`src/aetu_pkg.sv`:
```
// Package of constants and types for the ADC error and threshold unit.
package aetu_pkg;
    // ==========================================================
    // Register map (word addresses, one 32-bit word each)
    localparam logic [3:0] ADDR_CTRL = 4'h0;
    localparam logic [3:0] ADDR_UPPER = 4'h1;
    localparam logic [3:0] ADDR_LOWER = 4'h2;
    localparam logic [3:0] ADDR_SETPT = 4'h3;
    localparam logic [3:0] ADDR_MODE = 4'h4;
    localparam logic [3:0] ADDR_ERROR = 4'h5;
    localparam logic [3:0] ADDR_STATUS = 4'h6;
    localparam logic [3:0] ADDR_IRQ_EN = 4'h7;
    localparam logic [3:0] ADDR_IRQ_CLR = 4'h8;
    localparam logic [3:0] ADDR_PREV = 4'h9;
    localparam logic [3:0] ADDR_FILT = 4'hA;
    // ==========================================================
    // Field layout of the threshold control register
    localparam int CTRL_W = 8;
    localparam int TMD_LSB = 0;
    localparam int SOI_BIT = 3;
    localparam int CALC_LSB = 4;
    localparam logic [7:0] CTRL_WMASK = 8'h7F;
    localparam logic [7:0] CTRL_RST = 8'h00;
    // Mode register bits
    localparam int MODE_CONT_BIT = 0;
    localparam int MODE_DSEN_BIT = 1;
    localparam int MODE_PSIS_BIT = 2;
    localparam int MODE_GO_BIT = 3;
    // Status bits
    localparam int ST_THR_BIT = 0;
    localparam int ST_DONE_BIT = 1;
    localparam int ST_W = 2;
    // ==========================================================
    // Data widths
    localparam int RES_W = 16;
    localparam int ERR_W = 18;
    // ==========================================================
    // Error calculation codes
    localparam logic [2:0] CALC_CUR_PREV = 3'h0;
    localparam logic [2:0] CALC_CUR_SETPT = 3'h1;
    localparam logic [2:0] CALC_CUR_FILT = 3'h2;
    localparam logic [2:0] CALC_PREV_FILT = 3'h4;
    localparam logic [2:0] CALC_FILT_SETPT = 3'h5;
    // Threshold modes
    localparam logic [2:0] TMD_OFF = 3'h0;
    localparam logic [2:0] TMD_BELOW_LO = 3'h1;
    localparam logic [2:0] TMD_GE_LO = 3'h2;
    localparam logic [2:0] TMD_INSIDE = 3'h3;
    localparam logic [2:0] TMD_OUTSIDE = 3'h4;
    localparam logic [2:0] TMD_LE_UP = 3'h5;
    localparam logic [2:0] TMD_ABOVE_UP = 3'h6;
    localparam logic [2:0] TMD_ALWAYS = 3'h7;
    // ==========================================================
    // Sequencer states
    typedef enum logic [2:0] {
        ST_IDLE,
        ST_PRE1,
        ST_CONV1,
        ST_PRE2,
        ST_CONV2,
        ST_CALC,
        ST_CHECK
    } aetu_state_t;
endpackage

```
`src/aetu_core.sv`:
```
// ADC error calculation, threshold check and conversion sequencing unit.
//
// Design decisions made here: the address map and the Avalon-MM slave port.
`timescale 1ns/1ps
`default_nettype none
module aetu_core
(
    // Clock and reset
    input wire logic CLK_SYS,
    input wire logic RST,
    // Avalon-MM slave
    input wire logic [3:0] AVS_ADDRESS,
    input wire logic AVS_READ,
    input wire logic AVS_WRITE,
    input wire logic [31:0] AVS_WRITEDATA,
    output logic [31:0] AVS_READDATA,
    output logic AVS_WAITREQUEST,
    // Conversion core
    output logic CONV_START,
    input wire logic CONV_DONE,
    input wire logic [aetu_pkg::RES_W-1:0] CONV_RESULT,
    output logic PRECHARGE_HOLD_HIGH,
    output logic PRECHARGE_SENSOR_HIGH,
    // Interrupt
    output logic IRQ
);
    import aetu_pkg::*;

    // ==========================================================
    // Registers
    logic [CTRL_W-1:0] ctrl_ff;
    logic [RES_W-1:0] upper_ff, lower_ff, setpt_ff, filt_ff, cur_ff, prev_ff, first_ff;
    logic cont_ff, dsen_ff, psis_ff, go_ff;
    logic [ERR_W-1:0] err_ff;
    logic [ST_W-1:0] status_ff, irq_en_ff;
    logic [31:0] rdata_ff;
    logic rvalid_ff;
    aetu_state_t state_ff, nxt_state;

    // ==========================================================
    // Bus decode
    function automatic logic addr_is(input logic [3:0] a, input logic [3:0] reg_a);
        addr_is = a == reg_a;
    endfunction

    // The bus address is the word index, so every register is reachable.
    wire logic [3:0] word_addr = AVS_ADDRESS;
    wire logic rd_req = AVS_READ && !rvalid_ff;
    wire logic wr_ctrl = AVS_WRITE && addr_is(word_addr, ADDR_CTRL);
    wire logic wr_mode = AVS_WRITE && addr_is(word_addr, ADDR_MODE);
    wire logic wr_clr = AVS_WRITE && addr_is(word_addr, ADDR_IRQ_CLR);
    wire logic wr_upper = AVS_WRITE && addr_is(word_addr, ADDR_UPPER);
    wire logic wr_lower = AVS_WRITE && addr_is(word_addr, ADDR_LOWER);
    wire logic wr_setpt = AVS_WRITE && addr_is(word_addr, ADDR_SETPT);
    wire logic wr_filt = AVS_WRITE && addr_is(word_addr, ADDR_FILT);
    wire logic wr_irq_en = AVS_WRITE && addr_is(word_addr, ADDR_IRQ_EN);
    // Reads take one wait cycle; writes complete at once.
    assign AVS_WAITREQUEST = AVS_READ && !rvalid_ff;
    assign AVS_READDATA = rdata_ff;

    function automatic logic [ERR_W-1:0] sx(input logic [RES_W-1:0] v);
        sx = {{(ERR_W-RES_W){1'b0}}, v};
    endfunction

    // ==========================================================
    // Error calculation
    wire logic [2:0] calc = ctrl_ff[CALC_LSB +: 3];
    wire logic [2:0] tmd = ctrl_ff[TMD_LSB +: 3];
    wire logic [ERR_W-1:0] pair_diff = psis_ff ? sx(first_ff) - sx(cur_ff)
                                              : sx(cur_ff) - sx(first_ff);
    wire logic [ERR_W-1:0] cur_term = dsen_ff ? pair_diff : sx(cur_ff);
    wire logic [ERR_W-1:0] d_prev = dsen_ff ? pair_diff : sx(cur_ff) - sx(prev_ff);
    wire logic calc_ok = calc == CALC_CUR_PREV || calc == CALC_CUR_SETPT ||
                         calc == CALC_CUR_FILT || calc == CALC_PREV_FILT ||
                         calc == CALC_FILT_SETPT;
    logic [ERR_W-1:0] err_calc;
    always_comb
    begin
        case (calc)
            CALC_CUR_PREV: err_calc = d_prev;
            CALC_CUR_SETPT: err_calc = cur_term - sx(setpt_ff);
            CALC_CUR_FILT: err_calc = cur_term - sx(filt_ff);
            CALC_PREV_FILT: err_calc = sx(prev_ff) - sx(filt_ff);
            CALC_FILT_SETPT: err_calc = sx(filt_ff) - sx(setpt_ff);
            default: err_calc = err_ff;
        endcase
    end

    // ==========================================================
    // Threshold comparison (signed)
    wire logic signed [ERR_W-1:0] e_s = err_ff;
    wire logic signed [ERR_W-1:0] up_s = sx(upper_ff);
    wire logic signed [ERR_W-1:0] lo_s = sx(lower_ff);
    logic thr_hit;
    always_comb
    begin
        case (tmd)
            TMD_ALWAYS: thr_hit = 1'b1;
            TMD_ABOVE_UP: thr_hit = e_s > up_s;
            TMD_LE_UP: thr_hit = e_s <= up_s;
            TMD_OUTSIDE: thr_hit = e_s < lo_s || e_s > up_s;
            TMD_INSIDE: thr_hit = e_s > lo_s && e_s < up_s;
            TMD_GE_LO: thr_hit = e_s >= lo_s;
            TMD_BELOW_LO: thr_hit = e_s < lo_s;
            default: thr_hit = 1'b0;
        endcase
    end

    // ==========================================================
    // Sequencer
    wire logic check = state_ff == ST_CHECK;
    wire logic thr_evt = check && thr_hit && calc_ok;
    wire logic stop_hw = thr_evt && cont_ff && ctrl_ff[SOI_BIT];
    wire logic go_now = wr_mode ? AVS_WRITEDATA[MODE_GO_BIT] : go_ff;
    always_comb
    begin
        nxt_state = state_ff;
        case (state_ff)
            ST_IDLE: if (go_ff) nxt_state = ST_PRE1;
            ST_PRE1: nxt_state = ST_CONV1;
            ST_CONV1: if (CONV_DONE) nxt_state = dsen_ff ? ST_PRE2 : ST_CALC;
            ST_PRE2: nxt_state = ST_CONV2;
            ST_CONV2: if (CONV_DONE) nxt_state = ST_CALC;
            ST_CALC: nxt_state = ST_CHECK;
            ST_CHECK: nxt_state = (cont_ff && go_now && !stop_hw) ? ST_PRE1 : ST_IDLE;
            default: nxt_state = ST_IDLE;
        endcase
    end
    assign CONV_START = state_ff == ST_PRE1 || state_ff == ST_PRE2;
    assign PRECHARGE_HOLD_HIGH = state_ff == ST_PRE2 || state_ff == ST_CONV2;
    assign PRECHARGE_SENSOR_HIGH = !PRECHARGE_HOLD_HIGH;
    wire logic conv_end = (state_ff == ST_CONV1 && CONV_DONE && !dsen_ff) ||
                          (state_ff == ST_CONV2 && CONV_DONE);
    wire logic [ST_W-1:0] evt = {check, thr_evt};
    wire logic first_take = state_ff == ST_CONV1 && CONV_DONE && dsen_ff;
    wire logic calc_now = state_ff == ST_CALC;
    assign IRQ = |(status_ff & irq_en_ff);

    // ==========================================================
    // Read mux
    logic [31:0] rd_mux;
    always_comb
    begin
        case (word_addr)
            ADDR_CTRL: rd_mux = {24'h000000, 1'b0, ctrl_ff[6:0]};
            ADDR_UPPER: rd_mux = {16'h0000, upper_ff};
            ADDR_LOWER: rd_mux = {16'h0000, lower_ff};
            ADDR_SETPT: rd_mux = {16'h0000, setpt_ff};
            ADDR_MODE: rd_mux = {28'h0000000, go_ff, psis_ff, dsen_ff, cont_ff};
            ADDR_ERROR: rd_mux = {{(32-ERR_W){err_ff[ERR_W-1]}}, err_ff};
            ADDR_STATUS: rd_mux = {{(32-ST_W){1'b0}}, status_ff};
            ADDR_IRQ_EN: rd_mux = {{(32-ST_W){1'b0}}, irq_en_ff};
            ADDR_PREV: rd_mux = {16'h0000, prev_ff};
            ADDR_FILT: rd_mux = {16'h0000, filt_ff};
            default: rd_mux = 32'h00000000;
        endcase
    end

    // ==========================================================
    // Sequencer state
    always_ff @(posedge CLK_SYS)
    begin
        if (RST)
        begin
            state_ff <= ST_IDLE;
        end
        else
        begin
            state_ff <= nxt_state;
        end
    end

    // ==========================================================
    // Bus read path
    always_ff @(posedge CLK_SYS)
    begin
        if (RST)
        begin
            rvalid_ff <= 1'b0;
            rdata_ff <= '0;
        end
        else
        begin
            rvalid_ff <= rd_req;
            if (rd_req)
            begin
                rdata_ff <= rd_mux;
            end
        end
    end

    // ==========================================================
    // Software registers
    always_ff @(posedge CLK_SYS)
    begin
        if (RST)
        begin
            ctrl_ff <= CTRL_RST;
            {upper_ff, lower_ff, setpt_ff, filt_ff} <= '0;
            irq_en_ff <= '0;
        end
        else
        begin
            if (wr_ctrl) ctrl_ff <= AVS_WRITEDATA[CTRL_W-1:0] & CTRL_WMASK;
            if (wr_upper) upper_ff <= AVS_WRITEDATA[RES_W-1:0];
            if (wr_lower) lower_ff <= AVS_WRITEDATA[RES_W-1:0];
            if (wr_setpt) setpt_ff <= AVS_WRITEDATA[RES_W-1:0];
            if (wr_filt) filt_ff <= AVS_WRITEDATA[RES_W-1:0];
            if (wr_irq_en) irq_en_ff <= AVS_WRITEDATA[ST_W-1:0];
        end
    end

    // ==========================================================
    // Mode bits
    always_ff @(posedge CLK_SYS)
    begin
        if (RST)
        begin
            {cont_ff, dsen_ff, psis_ff} <= 3'h0;
        end
        else if (wr_mode)
        begin
            cont_ff <= AVS_WRITEDATA[MODE_CONT_BIT];
            dsen_ff <= AVS_WRITEDATA[MODE_DSEN_BIT];
            psis_ff <= AVS_WRITEDATA[MODE_PSIS_BIT];
        end
    end

    // ==========================================================
    // Conversion go bit
    // The stop-on-threshold clear of go wins over a software write in the same cycle; the single-run clear at the check gives way to it.
    always_ff @(posedge CLK_SYS)
    begin
        if (RST)
        begin
            go_ff <= 1'b0;
        end
        else if (stop_hw)
        begin
            go_ff <= 1'b0;
        end
        else if (check && !cont_ff && !wr_mode)
        begin
            go_ff <= 1'b0;
        end
        else if (wr_mode)
        begin
            go_ff <= AVS_WRITEDATA[MODE_GO_BIT];
        end
    end

    // ==========================================================
    // Conversion samples and error value
    always_ff @(posedge CLK_SYS)
    begin
        if (RST)
        begin
            {cur_ff, prev_ff, first_ff, err_ff} <= '0;
        end
        else
        begin
            if (first_take)
            begin
                first_ff <= CONV_RESULT;
            end
            if (conv_end)
            begin
                prev_ff <= cur_ff;
                cur_ff <= CONV_RESULT;
            end
            if (calc_now)
            begin
                err_ff <= err_calc;
            end
        end
    end

    // ==========================================================
    // Sticky status bits
    generate
        for (genvar i = 0; i < ST_W; i++)
        begin : g_status
            // A new event wins over a clear in the same cycle.
            always_ff @(posedge CLK_SYS)
            begin
                if (RST)
                begin
                    status_ff[i] <= 1'b0;
                end
                else if (evt[i])
                begin
                    status_ff[i] <= 1'b1;
                end
                else if (wr_clr && AVS_WRITEDATA[i])
                begin
                    status_ff[i] <= 1'b0;
                end
            end
        end
    endgenerate
endmodule
`default_nettype wire

```
`config.mk`:
```
export PLATFORM = sky130hd
export DESIGN_NAME = aetu_core
export DESIGN_NICKNAME = d
export VERILOG_FILES = /design/src/aetu_pkg.sv /design/src/aetu_core.sv
export SDC_FILE = /design/constraint.sdc
export NUM_CORES = 1
export LEC_CHECK = 0
export BUFFER_PORTS_ARGS = -buffer_cell sky130_fd_sc_hd__buf_2
export CAP_MARGIN = 20
export CORE_MARGIN = 2
export CORE_UTILIZATION = 40
export CTS_CLUSTER_SIZE = 16
export DETAILED_ROUTE_END_ITERATION = 12
export SETUP_SLACK_MARGIN = 0.05
export SYNTH_ARGS = -nofsm -noshare
export SYNTH_HDL_FRONTEND = slang
export SYNTH_SLANG_ARGS = --single-unit
```
`constraint.sdc`:
```
create_clock -name CLK_SYS -period 5.33 [get_ports CLK_SYS]
set_input_delay 0.2665 -clock CLK_SYS [delete_from_list [all_inputs] [get_ports CLK_SYS]]
set_output_delay 0.2665 -clock CLK_SYS [all_outputs]
set_load 0.05 [all_outputs]
```
# After elaboration in Yosys (flattened, before gate mapping)
# Cells that the tools add are included.
[word_totals]
input_bits = 57
ff_bits = 181
elab_cells = 128
out_inout_bits = 37
[op_classes]
addsub = 7
muxes = 17
n_lt_le_gt_ge = 6
eq_ne = 30
bitwise_logic = 1
n_reduce_logical = 48
[op_table]
columns = ["operator", "count"]
rows = [
  ["$pmux 32 s10", 1],
  ["$pmux 18 s5", 1],
  ["$sub 16x16->17", 5],
  ["$mux 18", 3],
  ["$gt 18x17->1", 2],
  ["$lt 18x17->1", 2],
  ["$sub 18x16->18", 2],
  ["$eq 3x3->1 const B", 9],
  ["$logic_and 1x1->1", 24],
  ["$pmux 3 s7", 1],
  ["$ge 18x17->1", 1],
  ["$le 18x17->1", 1],
  ["$eq 4x3->1 const B", 4],
  ["$eq 3x2->1 const B", 5],
  ["$eq 4x4->1 const B", 3],
  ["$mux 3", 4],
  ["$eq 3x1->1 const B", 3],
  ["$eq 4x2->1 const B", 2],
  ["$logic_or 1x1->1", 8],
  ["$pmux 1 s7", 1],
  ["$logic_not 1->1", 6],
  ["$logic_not 3->1", 2],
  ["$mux 1", 6],
  ["$ne 2x2->1 const B", 3],
  ["9 further kinds", 10],
]

# Logic depth before layout (Yosys ltp)
[logic_depth]
ltp_word = 12
ltp_mapped = 20
depth_no_buf = 20

# Least setup slack after synthesis
# OpenSTA, ideal clock, no wires.
[synth_path]
kind = "register to register"
from = "register cur_ff[3]"
to = "register err_ff[14] (netlist: e_s[14])"
required_time_ps = 5204
arrival_time_ps = 3865
synth_period_minus_slack_ps = 3991
slack_ps = 1339
setup_time_ps = 126
stages_incl_launch_ff = 20
n_path_buf = 1
path_cell_list = "dfxtp_1 -> inv_1 -> ha_1 -> clkbuf_1 -> o21a_1 -> o31a_1 -> o21ai_0 -> nor3b_1 -> a21oi_1 -> mux2_2 -> a211o_1 -> ha_1 -> and3_1 -> o2111ai_1 -> o21ai_0 -> o41ai_1 -> xnor2_1 -> a21oi_1 -> o221a_2 -> a211oi_1"
[synth_via]
elab_chain_len = 5
elab_cells_between_ends = 9
classes_between = "5 x add/sub; 4 x mux"
[synth_rtl]
columns = ["item", "line", "rtl"]
rows = [
  ["start: declaration", "aetu_core.sv:32", "logic [RES_W-1:0] upper_ff, lower_ff, setpt_ff, filt_ff, cur_ff, prev_ff, first_ff;"],
  ["start signal: assignment", "aetu_core.sv:258", "{cur_ff, prev_ff, first_ff, err_ff} <= '0;"],
  ["start signal: assignment", "aetu_core.sv:269", "cur_ff <= CONV_RESULT;"],
  ["$sub 16x16->17 (on tied branches)", "aetu_core.sv:70, aetu_core.sv:69", ""],
  ["$mux 18", "aetu_core.sv:69", "wire logic [ERR_W-1:0] pair_diff = psis_ff ? sx(first_ff) - sx(cur_ff)"],
  ["$mux 18", "aetu_core.sv:71", "wire logic [ERR_W-1:0] cur_term = dsen_ff ? pair_diff : sx(cur_ff);"],
  ["$sub 18x16->18 (on tied branches)", "aetu_core.sv:82, aetu_core.sv:81", ""],
  ["$pmux 18 s5 (*)", "aetu_core.sv:79", "case (calc)"],
  ["end signal: assignment", "aetu_core.sv:273", "err_ff <= err_calc;"],
  ["end: declaration", "aetu_core.sv:34", "logic [ERR_W-1:0] err_ff;"],
]
# Mark *: on every way between the ends. The rest lies on a longest branch, timed or not.
# A chain may end at the register's enable or synchronous reset.

# Worst setup path in the final report
[layout_path]
from = "register cur_ff[1]"
to = "register err_ff[14] (netlist: e_s[14])"
# Same word-level chain as after synthesis.

==> results summary <==
The post-layout utilization of the core came out at 44.28%. The end of the worst register-to-register path is e_s[14]. In the final layout, the share of cells above drive strength 1 is 8.429%. The upper clock frequency limit is 212.2 MHz. The die is 185.1 µm wide. The floorplan die height came out at 185.1 µm. For this run, the leading register cell type out of synthesis is dfxtp_1.

In this run the number of cells on the critical path is 18. The commonest cells after synthesis are 324 x nand2_1, 240 x a21oi_1, 167 x dfxtp_1, 135 x inv_1, 128 x ha_1. Synthesis produced a netlist with a net count of 2000.

The minimum clock period after layout is 4.713 ns. dfxtp_1 takes more of the synthesized area than any other cell. In this design, the stage delay of the slowest critical-path cell is 0.60 ns. The H-tree was split into 4 levels. The area of the die came out at 34280 µm².

TritonCTS built the clock tree. Setup repair after global routing left no endpoint under its margin. The worst endpoint required time came out at 5.71 ns. The startpoint identified for the worst hold timing path is CONV_RESULT[5]. The count of synthesis-stage warnings from yosys is 0. CTS placed an instance of clkbuf_16 at the clock tree root.

The number of flops mapped to enable cells by yosys came out at 0. The first global-routing pass estimated 64.85 mm of wire. The startpoint kind of the worst setup timing path is a register.

The number of cells on the worst reg-to-reg path is 18. The cell area after placement is 13760 µm². The pin count of the biggest net entering global routing came out at 99. The final route contains 12850 vias.

Setup violations remaining at the end of the flow were counted as 0. The clock tree buffer depth came out at 2. The maximum resistive drop on vdd is 235.3 µV. The fraction of the yosys area taken by sequential cells came out at 25.47%.

The number of antenna violations at the first check in global routing came to 1. Post-CTS timing repair inserted 0 buffers for setup. In this run the standard cell core region covers 32450 µm².

For this run, the post-layout net count is 2006. The total of max-cap violations is 0. The buffer and inverter count on the worst path came out at 1.

The path class of the tightest hold or removal check is in -> reg. The number of buffers created by CTS came out at 17. The leakage power came out at 0.005348 µW. The type of the worst setup path is reg -> reg. The total power divided by cell area is 203.7 nW/µm². The layout filler cell count came out at 3318. The count of TritonRoute iterations in the first routing pass is 5. Post-CTS repair changed the size of 0 cells.

For the final routed database, the setup TNS stands at 0 ns. The count of nets left with antenna violations once routing finished came out at 0. The area of the multi-input gates came out at 8831 µm². After synthesis, the netlist uses 80 different library cells. The post-synthesis instance area came out at 13120 µm². For this design, the CTS-stage hold fixing added 0 buffers. Once detailed placement completed, the half-perimeter wirelength came to 31.03 mm. Dividing the synthesized area by the synthesized cell count gives 7.255 µm².

For hold timing, the worst endpoint is cur_ff[5]. The routed wirelength normalized by instance count is 18.12 µm. The number of I/O pins came out at 94.

The global placement routability congestion is 0.8910. The flop and latch count out of synthesis is 167. The total count of max-transition violations in the final report is 0. CTS saw 167 sinks.

The data arrival time of the worst path came out at 5.09 ns. The startpoint identified for the worst register-to-register timing path is cur_ff[1]. The family of cells with the greatest summed delay on the critical path is compound AO/OA/AOI/OAI gates. For this run, design rule violations remaining after detail routing come to 0. The flow ran to the end, and the final reports show no timing, DRC or antenna violations. The area growth from synthesis to layout is 9.505%. The vias per cell came out at 5.664.

The final worst-path cycle share is 88.42%. The initial standard-cell utilization of the core is 40.44%. The synthesized netlist cell count is 1809. The global-route congestion overflow total is 0. Row generation in the floorplan step produced 66 rows. The number of violations reported at the end of detailed-routing iteration 0 came out at 1107. The kind of capture point of the worst setup path is a register.

Sorting the synthesized cells by area gives the leading types as dfxtp_1 25%, ha_1 12%, nand2_1 9.3%. Clock-pin slew was measured on the worst setup and hold paths at 0.07 ns. In this run the worst path has a maximum fanout of 6. The fraction of synthesized cell area taken by the top area cell type is 25.47%. At the later pin of the worst-skew pair, clock insertion delay measures 0.46 ns. By instance count, the leading cell after synthesis is nand2_1. The placed instance count is 2237. Walking the worst path, the cells encountered are inv_1, ha_1, nor2b_1, o31a_1, o21ai_0, nor3b_1, a21oi_1, mux2_2, a211o_1, ha_1, and3_1, o2111ai_1, o21ai_0, o41ai_1, xnor2_1, a21oi_1, o221a_2, a211oi_1. For the pin with the worst max-slew slack, the measured transition is 1.074 ns. The final instance area is 14370 µm².

The number of non-filler instances in the completed layout is 2269. The final hold violation count came to 0. The worst register-to-register path has a setup slack of 0.62 ns.

Across every metal layer, demand over resource in global routing totals 24.16%. The diode insertion count for antenna repair is 0. For the final database, setup skew stands at 0.01453 ns. For this design, the slowest cell found on the critical path is o41ai_1.

The fraction of registers with async set or reset after synthesis is 0%. The worst pin sits at a relative slew slack of 28.41%. The worst hold path passes through 3 cells. The number of global-route vias before repair is 11790. The total of buffers placed on input and output ports came out at 77. The final routed wirelength across all metal layers came out at 41.11 mm. The storage element area is 3343 µm².
==> worst max-delay path by stage <==
| stage | startpoint | end | slack [ns] |
|---|---|---|---|
| 2_1_floorplan | cur_ff[3] | e_s[14] | 1.34 |
| 3_3_place_gp | cur_ff[7] | e_s[14] | 0.70 |
| 3_5_place_dp | cur_ff[7] | e_s[14] | 0.65 |
| 4_1_cts | cur_ff[1] | e_s[14] | 0.63 |
| 5_1_grt | cur_ff[7] | e_s[14] | 0.31 |
| 6_report | cur_ff[1] | e_s[14] | 0.62 |
==> power by group <==
group | leakage (µW) | internal (µW) | switching, µW
combinational | 0.00371 | 127 | 216
clock | 0.000296 | 735 | 582
sequential | 0.00135 | 1260 | 10.9
total | 0.00535 | 2120 | 808
==> worst min-delay path, stage by stage <==
cell and delay, ns:
buf_2 0.10, nand2_1 0.05, a21oi_1 0.05
==> cell type report <==
type                       count  share of cell area [%]
clock buffer                  20                   3.247
clock inverter                11                  0.9490
inverter                     135                   3.526
multi-input combinational   1398                   61.45
sequential                   167                   23.26
tap                          442                   3.848
timing repair buffer          96                   3.718
==> kinds of logic after synthesis <==
logic type                 share of synthesized area, %
xor gates and xnor gates                          3.737
muxes                                             1.745
buffers and inverters                             7.436
DFF                                               25.47
AOI/OAI and AO/OA                                 28.55
adders and majority gates                         13.12
and+or+nand+nor                                   19.94
==> registers in the layout (all words and copies together) (netlist names) <==
name and cells:
cur_ff 16, lower_ff 16, psis_ff 1, status_ff 2, state_ff 3, rvalid_ff 1, cont_ff 1, AVS_READDATA 18
prev_ff 16, upper_ff 16, filt_ff 16, ctrl_ff 7, e_s 18, dsen_ff 1, first_ff 16, irq_en_ff 2
setpt_ff 16, go_ff 1
==> cells in the final DEF (no fill, tap or decap), types with 5 or more instances in the layout <==
cell type	synthesis	routed
a211o_1	5	5
a211oi_1	23	23
a21boi_0	5	5
a21o_1	17	17
a21oi_1	240	240
a221oi_1	8	8
a22o_1	5	5
a22oi_1	42	42
a311oi_1	5	5
a31oi_1	33	33
and2_1	7	7
and3_1	9	9
buf_2	6	76
buf_4	14	19
clkbuf_16	0	17
dfxtp_1	167	167
fa_1	6	6
ha_1	128	128
inv_1	135	135
mux2_2	7	7
mux2i_1	15	15
nand2_1	324	324
nand2b_1	22	22
nand3_1	19	19
nand3b_1	9	9
nand4_1	7	7
nor2_1	116	116
nor2b_1	27	27
nor3_1	25	22
nor4_1	9	8
o2111ai_1	8	8
o211ai_1	19	19
o21a_1	16	16
o21ai_0	83	83
o21bai_1	7	7
o31a_1	10	10
o31ai_1	11	11
xnor2_1	38	38
xor2_1	18	18
==> stage by stage <==
step	total power, µW	worst slack, ns	hold WS, ns
floorplan	1532	1.339	0.4025
global placement	1629	0.6954	0.4428
detailed placement	1632	0.6505	0.4524
CTS	2938	0.6280	0.04769
global route	3024	0.3097	0.05851
finish	2927	0.6170	0.05830
==> per-layer routing <==
metal	part of all wire (%)	wire (µm)	global-route usage [%]
met1	48	19810	34.32
met3	6.2	2564	3.185
met5	0	0	0
met2	44	18110	38.41
met4	1.5	626	6.286
Power figures use the tool's default switching activity.
